$ cat src/hw/sysclk_pkg.sv
// package for the system clock and operating mode controller
// assumes one 100 MHz system clock and a plain register port
package sysclk_pkg;
	// **************************************************
	// register offsets on the 2-bit register port
	// **************************************************
	localparam logic [1:0] SYSCTL_ONE_ADDR = 2'h0; // system_control_one
	localparam logic [1:0] SYSCTL_TWO_ADDR = 2'h1; // system_control_two
	localparam logic [1:0] BT_CTRL_ADDR = 2'h2; // base_timer_control
	localparam logic [1:0] STATUS_ADDR = 2'h3; // read-only status
	// **************************************************
	// field positions
	// **************************************************
	localparam int STOP_BIT = 7; // system_control_one: stop request
	localparam int RELM_BIT = 6; // system_control_one: level release
	localparam int SLOW_EN_BIT = 6; // system_control_two: slow osc on
	localparam int MAIN_CLOCK_SELECT_BIT = 5; // main_clock_select
	localparam int IDLE_BIT = 4; // wait request
	localparam int HALT_BIT = 2; // timing_gen_halt_request
	localparam int DIVIDER_STAGE_SEVEN_SOURCE_BIT = 7; // divider_stage_seven_source
	localparam int BASE_TIMER_ENABLE_BIT_BIT = 3; // base_timer_enable_bit
	// **************************************************
	// reset values and counts
	// **************************************************
	localparam logic [7:0] CTRL_RESET = 8'h00; // control bits after reset
	localparam logic [1:0] PRE_RESET = 2'h0; // prescaler after reset
	localparam logic [20:0] DIV_RESET = 21'h00000; // divider reset
	localparam logic [1:0] LAST_STATE = 2'h3; // S3 ends a machine cycle
	localparam logic [3:0] MAX_CYCLES = 4'ha; // longest instruction
	localparam logic [4:0] BT_TAP_BASE = 5'h08; // lowest base timer tap
	// **************************************************
	// operating modes
	// **************************************************
	typedef enum logic [2:0] {
		single_clock_run,
		single_clock_wait,
		single_clock_halt,
		dual_clock_fast_run,
		dual_clock_fast_wait,
		slow_dual_run,
		stop_hold,
		stop_warm_up
	} mode_type;
	// register port request bundle
	typedef struct packed {
		logic [1:0] addr;
		logic [7:0] wdata;
		logic wr;
		logic rd;
	} bus_req_type;
endpackage

$ cat src/hw/system_clock_mode_controller.sv
// system clock controller: prescaler, divider, machine cycle
// timing and the operating mode machine
// assumes fast and slow oscillator levels arrive as pins and the
// cpu and interrupt logic share i_mclk
//
// Functional notes
// - two-stage prescaler then twenty-one-stage divider
// - prescaler, divider cleared on reset and stop
// - stage seven input chosen by mode, bits
// - slow modes feed slow clock to stage seven
// - fast stop warm-up feeds stage six output
// - machine cycle is four states S0-S3
// - instructions last one to ten machine cycles
// - mode machine drives oscillators and clock switch
// - single-clock: fast osc only, slow pins ports
// - reset enters single clock run mode
// - wait request halts cpu until interrupt
// - wake services interrupt or resumes next instruction
// - halt gates all clocks but base timer
// - selected tap falling edge ends halt mode
// - halt exit service needs three enables set
// - halt entered with timer enabled sets latch
// - dual-clock: both oscillators, slow main clock option
// - dual fast run: cpu fast, peripherals either
// - main clock select moves fast/slow dual run
//
// Local design decisions: the address-and-strobe port and the address map.
`timescale 1ns/1ps
module system_clock_mode_controller
	import sysclk_pkg::*;
#(
	parameter logic [14:0] WARM_UP_TICKS = 15'h0100 // stage-7 ticks
) (
	input wire logic i_mclk,
	input wire logic i_rst,
	input wire logic i_ce,
	input wire bus_req_type i_bus,
	output logic [7:0] o_rdata,
	input wire logic i_fast_osc_input,
	input wire logic i_slow_osc_input,
	input wire logic i_stop_pin,
	input wire logic i_irq_request,
	input wire logic i_interrupt_master_enable,
	input wire logic i_base_timer_irq_enable,
	input wire logic i_instr_start,
	input wire logic [3:0] i_instr_cycles,
	output logic o_fast_osc_output,
	output logic o_slow_osc_output,
	output logic o_slow_pins_are_ports,
	output logic o_cpu_clk_en,
	output logic o_periph_clk_en,
	output logic o_base_timer_clk_en,
	output logic [1:0] o_machine_state,
	output logic o_instr_done,
	output logic [20:0] o_divider,
	output logic o_wake_service,
	output logic o_wake_resume,
	output logic o_base_timer_irq_latch,
	output logic o_base_timer_irq_service
);
	// **************************************************
	// helpers
	// **************************************************
	// clamp an instruction length into the legal one..ten range
	function automatic logic [3:0] clamp_cycles(input logic [3:0] n);
		if (n == 4'h0) begin
			return 4'h1;
		end
		return (n > MAX_CYCLES) ? MAX_CYCLES : n;
	endfunction

	// true for the modes where the cpu fetches instructions
	function automatic logic is_run(input mode_type m);
		return m == single_clock_run || m == dual_clock_fast_run ||
			m == slow_dual_run;
	endfunction

	// **************************************************
	// pin synchronisers
	// **************************************************
	logic [1:0] fast_sync_reg; // fast oscillator level, two flops
	logic [1:0] slow_sync_reg; // slow oscillator level
	logic [1:0] stop_sync_reg; // stop release pin
	logic fast_prev_reg; // last synced fast level
	logic slow_prev_reg; // last synced slow level
	logic stop_prev_reg; // last synced stop pin level

	// only bit 1 of each synchroniser is read by logic
	always_ff @(posedge i_mclk) begin
		if (i_rst) begin
			fast_sync_reg <= 2'h0;
			slow_sync_reg <= 2'h0;
			stop_sync_reg <= 2'h0;
			fast_prev_reg <= 1'b0;
			slow_prev_reg <= 1'b0;
			stop_prev_reg <= 1'b0;
		end else if (i_ce) begin
			fast_sync_reg <= {fast_sync_reg[0], i_fast_osc_input};
			slow_sync_reg <= {slow_sync_reg[0], i_slow_osc_input};
			stop_sync_reg <= {stop_sync_reg[0], i_stop_pin};
			fast_prev_reg <= fast_sync_reg[1];
			slow_prev_reg <= slow_sync_reg[1];
			stop_prev_reg <= stop_sync_reg[1];
		end
	end

	// **************************************************
	// registers
	// **************************************************
	mode_type mode_reg; // current operating mode
	logic [7:0] sysctl_one_reg; // stop request, release method
	logic [7:0] sysctl_two_reg; // slow enable, clock select, requests
	logic [7:0] bt_ctrl_reg; // stage-7 source, timer enable, tap
	logic [7:0] rdata_reg; // read data, valid one cycle after strobe
	logic wr_one;
	logic wr_two;
	logic consume; // request bits are acted on in run modes

	assign wr_one = i_bus.wr && i_bus.addr == SYSCTL_ONE_ADDR;
	assign wr_two = i_bus.wr && i_bus.addr == SYSCTL_TWO_ADDR;
	assign consume = is_run(mode_reg);

	// control writes; request bits self clear in any run mode, acted on or not, but a
	// write in the same cycle wins so no request is lost
	always_ff @(posedge i_mclk) begin
		if (i_rst) begin
			sysctl_one_reg <= CTRL_RESET;
			sysctl_two_reg <= CTRL_RESET;
			bt_ctrl_reg <= CTRL_RESET;
		end else if (i_ce) begin
			if (wr_one) begin
				sysctl_one_reg <= i_bus.wdata;
			end else if (consume) begin
				sysctl_one_reg[STOP_BIT] <= 1'b0;
			end
			if (wr_two) begin
				sysctl_two_reg <= i_bus.wdata;
			end else if (consume) begin
				sysctl_two_reg[IDLE_BIT] <= 1'b0;
				sysctl_two_reg[HALT_BIT] <= 1'b0;
			end
			if (i_bus.wr && i_bus.addr == BT_CTRL_ADDR) begin
				bt_ctrl_reg <= i_bus.wdata;
			end
		end
	end

	// register read: cycles without a read strobe read zero, status shows the mode
	always_ff @(posedge i_mclk) begin
		if (i_rst) begin
			rdata_reg <= 8'h00;
		end else if (i_ce) begin
			rdata_reg <= 8'h00;
			if (i_bus.rd) begin
				unique case (i_bus.addr)
					SYSCTL_ONE_ADDR: rdata_reg <= sysctl_one_reg;
					SYSCTL_TWO_ADDR: rdata_reg <= sysctl_two_reg;
					BT_CTRL_ADDR: rdata_reg <= bt_ctrl_reg;
					STATUS_ADDR: rdata_reg <= {5'h00, mode_reg};
				endcase
			end
		end
	end
	assign o_rdata = rdata_reg;

	// **************************************************
	// clock ticks and divider chain
	// **************************************************
	logic slow_en; // slow oscillator requested
	logic fast_on; // fast oscillator running (off in stop hold only)
	logic fast_tick; // one rising edge of the fast clock
	logic slow_tick; // one rising edge of the slow clock
	logic slow_mode;
	logic warm_fast_reg; // stop was entered from a fast mode
	logic [1:0] pre_reg; // two-stage prescaler
	logic [20:0] div_reg; // stages 1..21
	logic pre_wrap;
	logic carry6; // stage six output into stage seven
	logic st7_tick; // stage seven input
	logic div_clear;
	logic stop_release;

	assign slow_en = sysctl_two_reg[SLOW_EN_BIT];
	assign fast_on = mode_reg != stop_hold;
	assign fast_tick = fast_on && fast_sync_reg[1] && !fast_prev_reg;
	assign slow_tick = slow_en && slow_sync_reg[1] && !slow_prev_reg;
	assign slow_mode = mode_reg == slow_dual_run;
	assign pre_wrap = fast_tick && pre_reg == 2'h3;
	assign carry6 = pre_wrap && div_reg[5:0] == 6'h3f;

	// stage seven source: slow modes force the slow clock, a warm-up
	// after a fast stop forces stage six, else the source bit decides
	always_comb begin
		if (slow_mode) begin
			st7_tick = slow_tick;
		end else if (mode_reg == stop_warm_up && warm_fast_reg) begin
			st7_tick = carry6;
		end else if (bt_ctrl_reg[DIVIDER_STAGE_SEVEN_SOURCE_BIT]) begin
			st7_tick = slow_tick;
		end else begin
			st7_tick = carry6;
		end
	end

	// stop pin release: level or edge as the release method bit says
	assign stop_release = sysctl_one_reg[RELM_BIT] ? stop_sync_reg[1] :
		(stop_sync_reg[1] && !stop_prev_reg);
	assign div_clear = (consume && sysctl_one_reg[STOP_BIT]) ||
		(mode_reg == stop_hold && stop_release);

	// prescaler and divider; cleared on entry into stop and on release from stop hold
	always_ff @(posedge i_mclk) begin
		if (i_rst) begin
			pre_reg <= PRE_RESET;
			div_reg <= DIV_RESET;
		end else if (i_ce) begin
			if (div_clear) begin
				pre_reg <= PRE_RESET;
				div_reg <= DIV_RESET;
			end else begin
				if (fast_tick) begin
					pre_reg <= pre_reg + 2'h1;
				end
				if (pre_wrap) begin
					div_reg[5:0] <= div_reg[5:0] + 6'h01;
				end
				if (st7_tick) begin
					div_reg[20:6] <= div_reg[20:6] + 15'h0001;
				end
			end
		end
	end
	assign o_divider = div_reg;

	// **************************************************
	// main clock select and machine cycle
	// **************************************************
	logic sel_slow_reg; // main clock now from the slow clock
	logic main_tick; // one main system clock period
	logic [1:0] state_reg; // S0..S3
	logic cycle_end;
	logic [3:0] left_reg; // machine cycles left in the instruction
	logic done_reg;

	assign main_tick = sel_slow_reg ? slow_tick : fast_tick;
	assign cycle_end = main_tick && state_reg == LAST_STATE;

	// source changes only at the end of S3 so no state is cut short
	always_ff @(posedge i_mclk) begin
		if (i_rst) begin
			sel_slow_reg <= 1'b0;
		end else if (i_ce && cycle_end) begin
			sel_slow_reg <= slow_mode;
		end
	end

	// four states per machine cycle, each one main clock long
	always_ff @(posedge i_mclk) begin
		if (i_rst) begin
			state_reg <= 2'h0;
		end else if (i_ce && main_tick) begin
			state_reg <= state_reg + 2'h1;
		end
	end
	assign o_machine_state = state_reg;

	// instruction length counter: pulses done at its last cycle end
	always_ff @(posedge i_mclk) begin
		if (i_rst) begin
			left_reg <= 4'h0;
			done_reg <= 1'b0;
		end else if (i_ce) begin
			done_reg <= 1'b0;
			if (i_instr_start) begin
				left_reg <= clamp_cycles(i_instr_cycles);
			end else if (cycle_end && o_cpu_clk_en &&
					left_reg != 4'h0) begin
				left_reg <= left_reg - 4'h1;
				done_reg <= left_reg == 4'h1;
			end
		end
	end
	assign o_instr_done = done_reg;

	// **************************************************
	// operating mode machine
	// **************************************************
	mode_type ret_mode_reg; // mode to resume after stop
	logic base_timer_enable_bit_at_halt_reg; // timer enable captured at halt entry
	logic tap_prev_reg; // last base timer tap level
	logic tap; // tap chosen by the base timer clock select
	logic wake_service_reg;
	logic wake_resume_reg;
	logic latch_reg;
	logic service_reg;
	logic [4:0] tap_idx;
	logic warm_done;

	assign tap_idx = BT_TAP_BASE + {2'h0, bt_ctrl_reg[2:0]};
	assign tap = div_reg[tap_idx];
	assign warm_done = div_reg[20:6] >= WARM_UP_TICKS;

	always_ff @(posedge i_mclk) begin
		if (i_rst) begin
			tap_prev_reg <= 1'b0;
		end else if (i_ce) begin
			tap_prev_reg <= tap;
		end
	end

	// mode transitions; reset lands in single clock run
	always_ff @(posedge i_mclk) begin
		if (i_rst) begin
			mode_reg <= single_clock_run;
			ret_mode_reg <= single_clock_run;
			warm_fast_reg <= 1'b0;
			base_timer_enable_bit_at_halt_reg <= 1'b0;
			wake_service_reg <= 1'b0;
			wake_resume_reg <= 1'b0;
			latch_reg <= 1'b0;
			service_reg <= 1'b0;
		end else if (i_ce) begin
			wake_service_reg <= 1'b0;
			wake_resume_reg <= 1'b0;
			latch_reg <= 1'b0;
			service_reg <= 1'b0;
			unique case (mode_reg)
				single_clock_run, dual_clock_fast_run, slow_dual_run: begin
					if (sysctl_one_reg[STOP_BIT]) begin
						mode_reg <= stop_hold;
						ret_mode_reg <= mode_reg;
						warm_fast_reg <= !slow_mode;
					end else if (sysctl_two_reg[HALT_BIT] &&
							mode_reg == single_clock_run) begin
						mode_reg <= single_clock_halt;
						base_timer_enable_bit_at_halt_reg <= bt_ctrl_reg[BASE_TIMER_ENABLE_BIT_BIT];
					end else if (sysctl_two_reg[IDLE_BIT] && !slow_mode) begin
						mode_reg <= slow_en ? dual_clock_fast_wait :
							single_clock_wait;
					end else if (slow_en && sysctl_two_reg[MAIN_CLOCK_SELECT_BIT]) begin
						mode_reg <= slow_dual_run;
					end else if (slow_en) begin
						mode_reg <= dual_clock_fast_run;
					end else begin
						mode_reg <= single_clock_run;
					end
				end
				single_clock_wait, dual_clock_fast_wait: begin
					if (i_irq_request) begin
						mode_reg <= (mode_reg == single_clock_wait) ?
							single_clock_run : dual_clock_fast_run;
						wake_service_reg <= i_interrupt_master_enable;
						wake_resume_reg <= !i_interrupt_master_enable;
					end
				end
				single_clock_halt: begin
					// exit does not look at the timer enable bit itself
					if (tap_prev_reg && !tap) begin
						mode_reg <= single_clock_run;
						latch_reg <= base_timer_enable_bit_at_halt_reg;
						service_reg <= base_timer_enable_bit_at_halt_reg &&
							i_interrupt_master_enable &&
							i_base_timer_irq_enable;
					end
				end
				stop_hold: begin
					if (stop_release) begin
						mode_reg <= stop_warm_up;
					end
				end
				stop_warm_up: begin
					if (warm_done) begin
						mode_reg <= ret_mode_reg;
					end
				end
			endcase
		end
	end

	// **************************************************
	// clock gates and oscillator drives
	// **************************************************
	assign o_cpu_clk_en = is_run(mode_reg) && main_tick;
	assign o_periph_clk_en = main_tick && mode_reg != single_clock_halt &&
		mode_reg != stop_hold && mode_reg != stop_warm_up;
	assign o_base_timer_clk_en = main_tick && fast_on;
	assign o_fast_osc_output = fast_on && !fast_sync_reg[1];
	assign o_slow_osc_output = slow_en && !slow_sync_reg[1];
	assign o_slow_pins_are_ports = !slow_en;
	assign o_wake_service = wake_service_reg;
	assign o_wake_resume = wake_resume_reg;
	assign o_base_timer_irq_latch = latch_reg;
	assign o_base_timer_irq_service = service_reg;

	// **************************************************
	// assertions
	// **************************************************
	a_reset_run: assert property (@(posedge i_mclk)
		$past(i_rst) && !i_rst |-> mode_reg == single_clock_run)
		else $error("mode after reset is not single run");
	a_stop_clear: assert property (@(posedge i_mclk) disable iff (i_rst)
		mode_reg != $past(mode_reg) && $past(i_ce) &&
		(mode_reg == stop_hold || mode_reg == stop_warm_up)
		|-> div_reg == DIV_RESET && pre_reg == PRE_RESET)
		else $error("divider not cleared at stop");
	a_slow_stage: assert property (@(posedge i_mclk) disable iff (i_rst)
		slow_mode |-> st7_tick == slow_tick)
		else $error("slow mode stage seven source wrong");
	a_warm_stage: assert property (@(posedge i_mclk) disable iff (i_rst)
		mode_reg == stop_warm_up && warm_fast_reg |->
		st7_tick == carry6)
		else $error("warm-up stage seven source wrong");
	a_state_step: assert property (@(posedge i_mclk) disable iff (i_rst)
		main_tick && i_ce |=> state_reg == $past(state_reg) + 2'h1)
		else $error("machine state did not advance");
	a_wait_wake: assert property (@(posedge i_mclk) disable iff (i_rst)
		mode_reg == single_clock_wait && i_irq_request && i_ce
		|=> mode_reg == single_clock_run &&
		o_wake_service == $past(i_interrupt_master_enable))
		else $error("wait mode wake wrong");
	a_halt_gate: assert property (@(posedge i_mclk) disable iff (i_rst)
		mode_reg == single_clock_halt |->
		!o_cpu_clk_en && !o_periph_clk_en)
		else $error("clocks not gated in halt");
	a_halt_exit: assert property (@(posedge i_mclk) disable iff (i_rst)
		mode_reg == single_clock_halt && tap_prev_reg && !tap && i_ce
		|=> mode_reg == single_clock_run &&
		o_base_timer_irq_latch == $past(base_timer_enable_bit_at_halt_reg))
		else $error("halt exit wrong");
	a_clock_switch: assert property (@(posedge i_mclk) disable iff (i_rst)
		sel_slow_reg != $past(sel_slow_reg) |->
		state_reg == 2'h0)
		else $error("main clock switched mid cycle");
	c_halt_exit: cover property (@(posedge i_mclk) disable iff (i_rst)
		mode_reg == single_clock_halt ##1 mode_reg == single_clock_run);
	c_stop_cycle: cover property (@(posedge i_mclk) disable iff (i_rst)
		mode_reg == stop_warm_up ##1 is_run(mode_reg));
	c_slow_run: cover property (@(posedge i_mclk) disable iff (i_rst)
		sel_slow_reg && o_cpu_clk_en);
endmodule

$ cat config.mk
export PLATFORM = sky130hd
export DESIGN_NAME = system_clock_mode_controller
export DESIGN_NICKNAME = d
export VERILOG_FILES = /design/src/hw/sysclk_pkg.sv /design/src/hw/system_clock_mode_controller.sv
export SDC_FILE = /design/constraint.sdc
export NUM_CORES = 1
export LEC_CHECK = 0
export BUFFER_PORTS_ARGS = -buffer_cell sky130_fd_sc_hd__buf_2
export CAP_MARGIN = 5
export CORE_MARGIN = 3
export CORE_UTILIZATION = 39
export DETAILED_ROUTE_END_ITERATION = 12
export PLACE_DENSITY_LB_ADDON = 0.15
export RECOVER_POWER = 50
export SLEW_MARGIN = 20
export SYNTH_ARGS = -nofsm -noshare
export SYNTH_HDL_FRONTEND = slang
export SYNTH_SLANG_ARGS = --single-unit
$ cat constraint.sdc
create_clock -name i_mclk -period 2.3 [get_ports i_mclk]
set_input_delay 0.46 -clock i_mclk [delete_from_list [all_inputs] [get_ports i_mclk]]
set_output_delay 0.46 -clock i_mclk [all_outputs]
set_load 0.1 [all_outputs]
==> run_results.csv <==
group,metric,value,unit
timing,finalSetupViolCount,0,
drt,drc,0,
final_layout,design_area,0.00519,mm^2
final_layout,drive_gt1_share,22.1,%
critical_path,crit_buf_inv,2,
place,place_congestion,0.812,
timing,rsz0062_at_grt,"no",
global_route,track_usage,19.1,%
timing,slew_headroom,22.6,%
timing,max_freq,446,MHz
clock_network,htree_levels,3,
place,dpl.hpwl,8440,um
timing,period_needed,2.24,ns
timing,fin_ws,0.0587,ns
synthesis,syn_inst,527,
die,die_x,112,um
clock_network,cts_tree,"yes",
final_layout,fin_nets,625,
drt,ant_nets,0,
timing,worst_pin_slew,1.17,ns
die,die_y,112,um
drt,drt_iter0_drc,217,
critical_path,required,1.84,ns
critical_path,arrival,1.78,ns
die,die-area,0.0125,mm^2
pwr,p_seq_share,49.9,%
critical_path,path_delay_family,"compound AO/OA/AOI/OAI gates",
pwr,power-per-cell-area,588,mW/mm^2
critical_path,critical_path.max_fanout,5,
clock_network,insertion_delay,0.37,ns
pwr,clock_power_share,36.8,%
global_route,antenna_found_initial,0,
final_layout,antennaDiodeCount,0,
critical_path,path_class,"register to primary output",
job,drv_cap,0,
pwr,power,3.05,mW
drt,via_per_inst,5.50,
global_route,grt_pass1_vias,3865,
critical_path,cp-end-kind,"primary output",
clock_network,clk_path_buf_depth,2,
pwr,p_int,2.18,mW
global_route,overflow,0,
place,dpl_cell_area,0.00497,mm^2
place,io_buffers,67,
die,ios,68,
hold_path,hp-class,"input port to register",
synthesis,synth-edff-count,0,
drt,vias,4052,
final_layout,largest_register_ffs,21,
final_layout,area_delta_synth_final,18.6,%
drt,dr.pass1.iters,5,
pwr,power.leakage,1.96,nW
pwr,p_switching,0.875,mW
timing,fin_crit_sh,97.4,%
clock_network,cts_root_buffer,"clkbuf_8",
die,initial_utilization,40.2,%
timing,drv_slew,0,
clock_network,hold_buffers,0,
synthesis,ys_seq_elements,85,
clock_network,cts.sinks,85,
pwr,switching_share,28.7,%
synthesis,async_flop_share,0,%
pwr,power_frac_comb,13.3,%
critical_path,crit_chain,"and3b_2 -> buf_4 -> o31a_1 -> a21oi_2 -> buf_12",
pwr,peakVddDrop,0.242,mV
timing,skew,0.0144,ns
drt,wl,11800,um
synthesis,yosysWarningCount,0,
synthesis,syn-num-nets,560,
critical_path,critPathLaunchType,"register",
final_layout,fillers,1081,
outcome,outcome,"finished clean",
die,fp-row-count,38,
global_route,grt_max_degree,43,
synthesis,ys_types,65,
synthesis,yosysTopAreaCell,"dfxtp_1",
critical_path,cp_slowest_cell,"dfxtp_4",
synthesis,yosysSeqAreaShare,38.9,%
clock_network,clkTransAtPathRegs,0.09,ns
synthesis,syn_area_per_cell,8.31,um^2
synthesis,synth.top_cell.area_share,38.9,%
synthesis,synth_flop_cell,"dfxtp_1",
synthesis,ys_top_cells_by_area,"dfxtp_1 (39%), nand2_1 (7.5%), a21oi_1 (6.3%)",
synthesis,syn_area,0.00438,mm^2
critical_path,max_stage_delay,0.35,ns
global_route,grt_pass1_wl,19500,um
place,pre_cts_ws,0.282,ns
drt,post_drt_wl_per_cell,16.1,um
clock_network,cts_buffers,9,
timing,hold_viol_final,0,
die,core,0.0109,mm^2
## worst reg2reg max path: stages (launching register included)
cell and delay (ns):
dfxtp_1 0.33, buf_4 0.21, xor2_1 0.31, o21ai_4 0.11
buf_4 0.20, a211oi_2 0.35, buf_4 0.20, nor2_1 0.04
o221a_2 0.29
## kinds of logic after synthesis
group / Yosys count / synth area share (%)
DFF: 85 / 38.9
and+or+nand+nor: 221 / 24.5
xor gates and xnor gates: 4 / 0.800
buffers and inverters: 47 / 4.94
muxes: 29 / 8.14
AOI/OAI and AO/OA: 134 / 20.8
adders and majority gates: 7 / 2.00
## synthesized netlist by cell type (5+ instances only)
cell	number
clkbuf_1	23
nand2b_1	11
buf_2	5
or3_1	7
inv_1	9
mux2i_1	23
nor2b_1	5
a21oi_1	55
mux4_2	5
nand3_1	20
nor2_1	45
o21ai_1	7
a22oi_1	8
nand4_1	7
nand2_1	88
a2111o_1	11
ha_1	7
and3_1	6
dfxtp_1	85
o21ai_0	20
nor3_1	5
## per-stage QoR
| step | cells | utilization (%) | hold slack, ns | setup TNS [ns] |
|---|---|---|---|---|
| 6_report | 737 | 47.7 | 0.325 | 0 |
| 3_5_place_dp | 718 | 45.6 | 0.448 | 0 |
| 2_1_floorplan | 527 | - | 0.433 | -0.0792 |
| 4_1_cts | 737 | 47.8 | 0.323 | 0 |
| 5_1_grt | 737 | 47.7 | 0.336 | 0 |
| 3_3_place_gp | 718 | 45.6 | 0.442 | 0 |
## cell type report
| class | count | area, um^2 | area share [%] |
|---|---|---|---|
| Inverter | 10 | 37.5 | 0.723 |
| Sequential cell | 85 | 1710 | 33.0 |
| Clock inverter | 6 | 70.1 | 1.35 |
| Timing Repair Buffer | 91 | 573 | 11.0 |
| Tap cell | 140 | 175 | 3.37 |
| Multi-Input combinational cell | 395 | 2490 | 47.9 |
| Clock buffer | 10 | 138 | 2.65 |
## cells in the final DEF (no fill, tap or decap), types with 4 or more instances in the layout
| cell type | Yosys | layout |
|---|---|---|
| nand2_1 | 88 | 88 |
| dfxtp_1 | 85 | 77 |
| a21oi_1 | 55 | 54 |
| buf_2 | 5 | 44 |
| nor2_1 | 45 | 42 |
| mux2i_1 | 23 | 23 |
| buf_4 | 3 | 21 |
| nand3_1 | 20 | 20 |
| o21ai_0 | 20 | 20 |
| clkbuf_2 | 0 | 13 |
| nand2b_1 | 11 | 11 |
| a2111o_1 | 11 | 11 |
| clkbuf_8 | 0 | 10 |
| inv_1 | 9 | 9 |
| a22oi_1 | 8 | 8 |
| clkbuf_1 | 23 | 8 |
| nand4_1 | 7 | 7 |
| or3_1 | 7 | 7 |
| o21ai_1 | 7 | 7 |
| ha_1 | 7 | 7 |
| dfxtp_2 | 0 | 7 |
| and3_1 | 6 | 6 |
| nor2b_1 | 5 | 5 |
| mux4_2 | 5 | 5 |
| nor3_1 | 5 | 5 |
| buf_12 | 0 | 5 |
| nor3b_1 | 4 | 4 |
## power by group through the flow
stage / combinational (mW) / sequential [mW] / clock (mW)
6_report: 0.407 / 1.52 / 1.12
4_1_cts: 0.409 / 1.52 / 1.15
3_3_place_gp: 0.386 / 1.56 / 0
3_5_place_dp: 0.389 / 1.56 / 0
5_1_grt: 0.447 / 1.53 / 1.21
2_1_floorplan: 0.262 / 1.57 / 0
## metal layers
layer | GRT usage, % | routed length (um) | up-vias
li1 | - | - | 2026
met3 | 3.32 | 658 | 12
met5 | 0 | 0 | -
met2 | 29.4 | 5320 | 111
met4 | 6.81 | 154 | 0
met1 | 27.0 | 5710 | 1903
## timing repair
item | 4_1_cts | 5_1_grt
hold endpoints to repair | 0 | 0
setup endpoints to repair | 3 | 2
pin swaps | 3 | 1
setup buffers | 3 | 0
resized for setup | 4 | 1
## final timing paths
check                                 start                             end  slack [ns]  depth (start not counted)
min reg2reg  sysctl_two_reg[3]$_SDFFE_PP0P_  sysctl_two_reg[3]$_SDFFE_PP0P_        0.46                          2
min                        i_slow_osc_input   slow_sync_reg[0]$_SDFFE_PP0P_        0.33                          3
max reg2reg        mode_reg[0]$_SDFFE_PP0P_       o_divider[0]$_SDFFE_PP0P_        0.14                          8
max                mode_reg[1]$_SDFFE_PP0P_                 o_periph_clk_en        0.06                          5
Power figures use the tool's default switching activity.
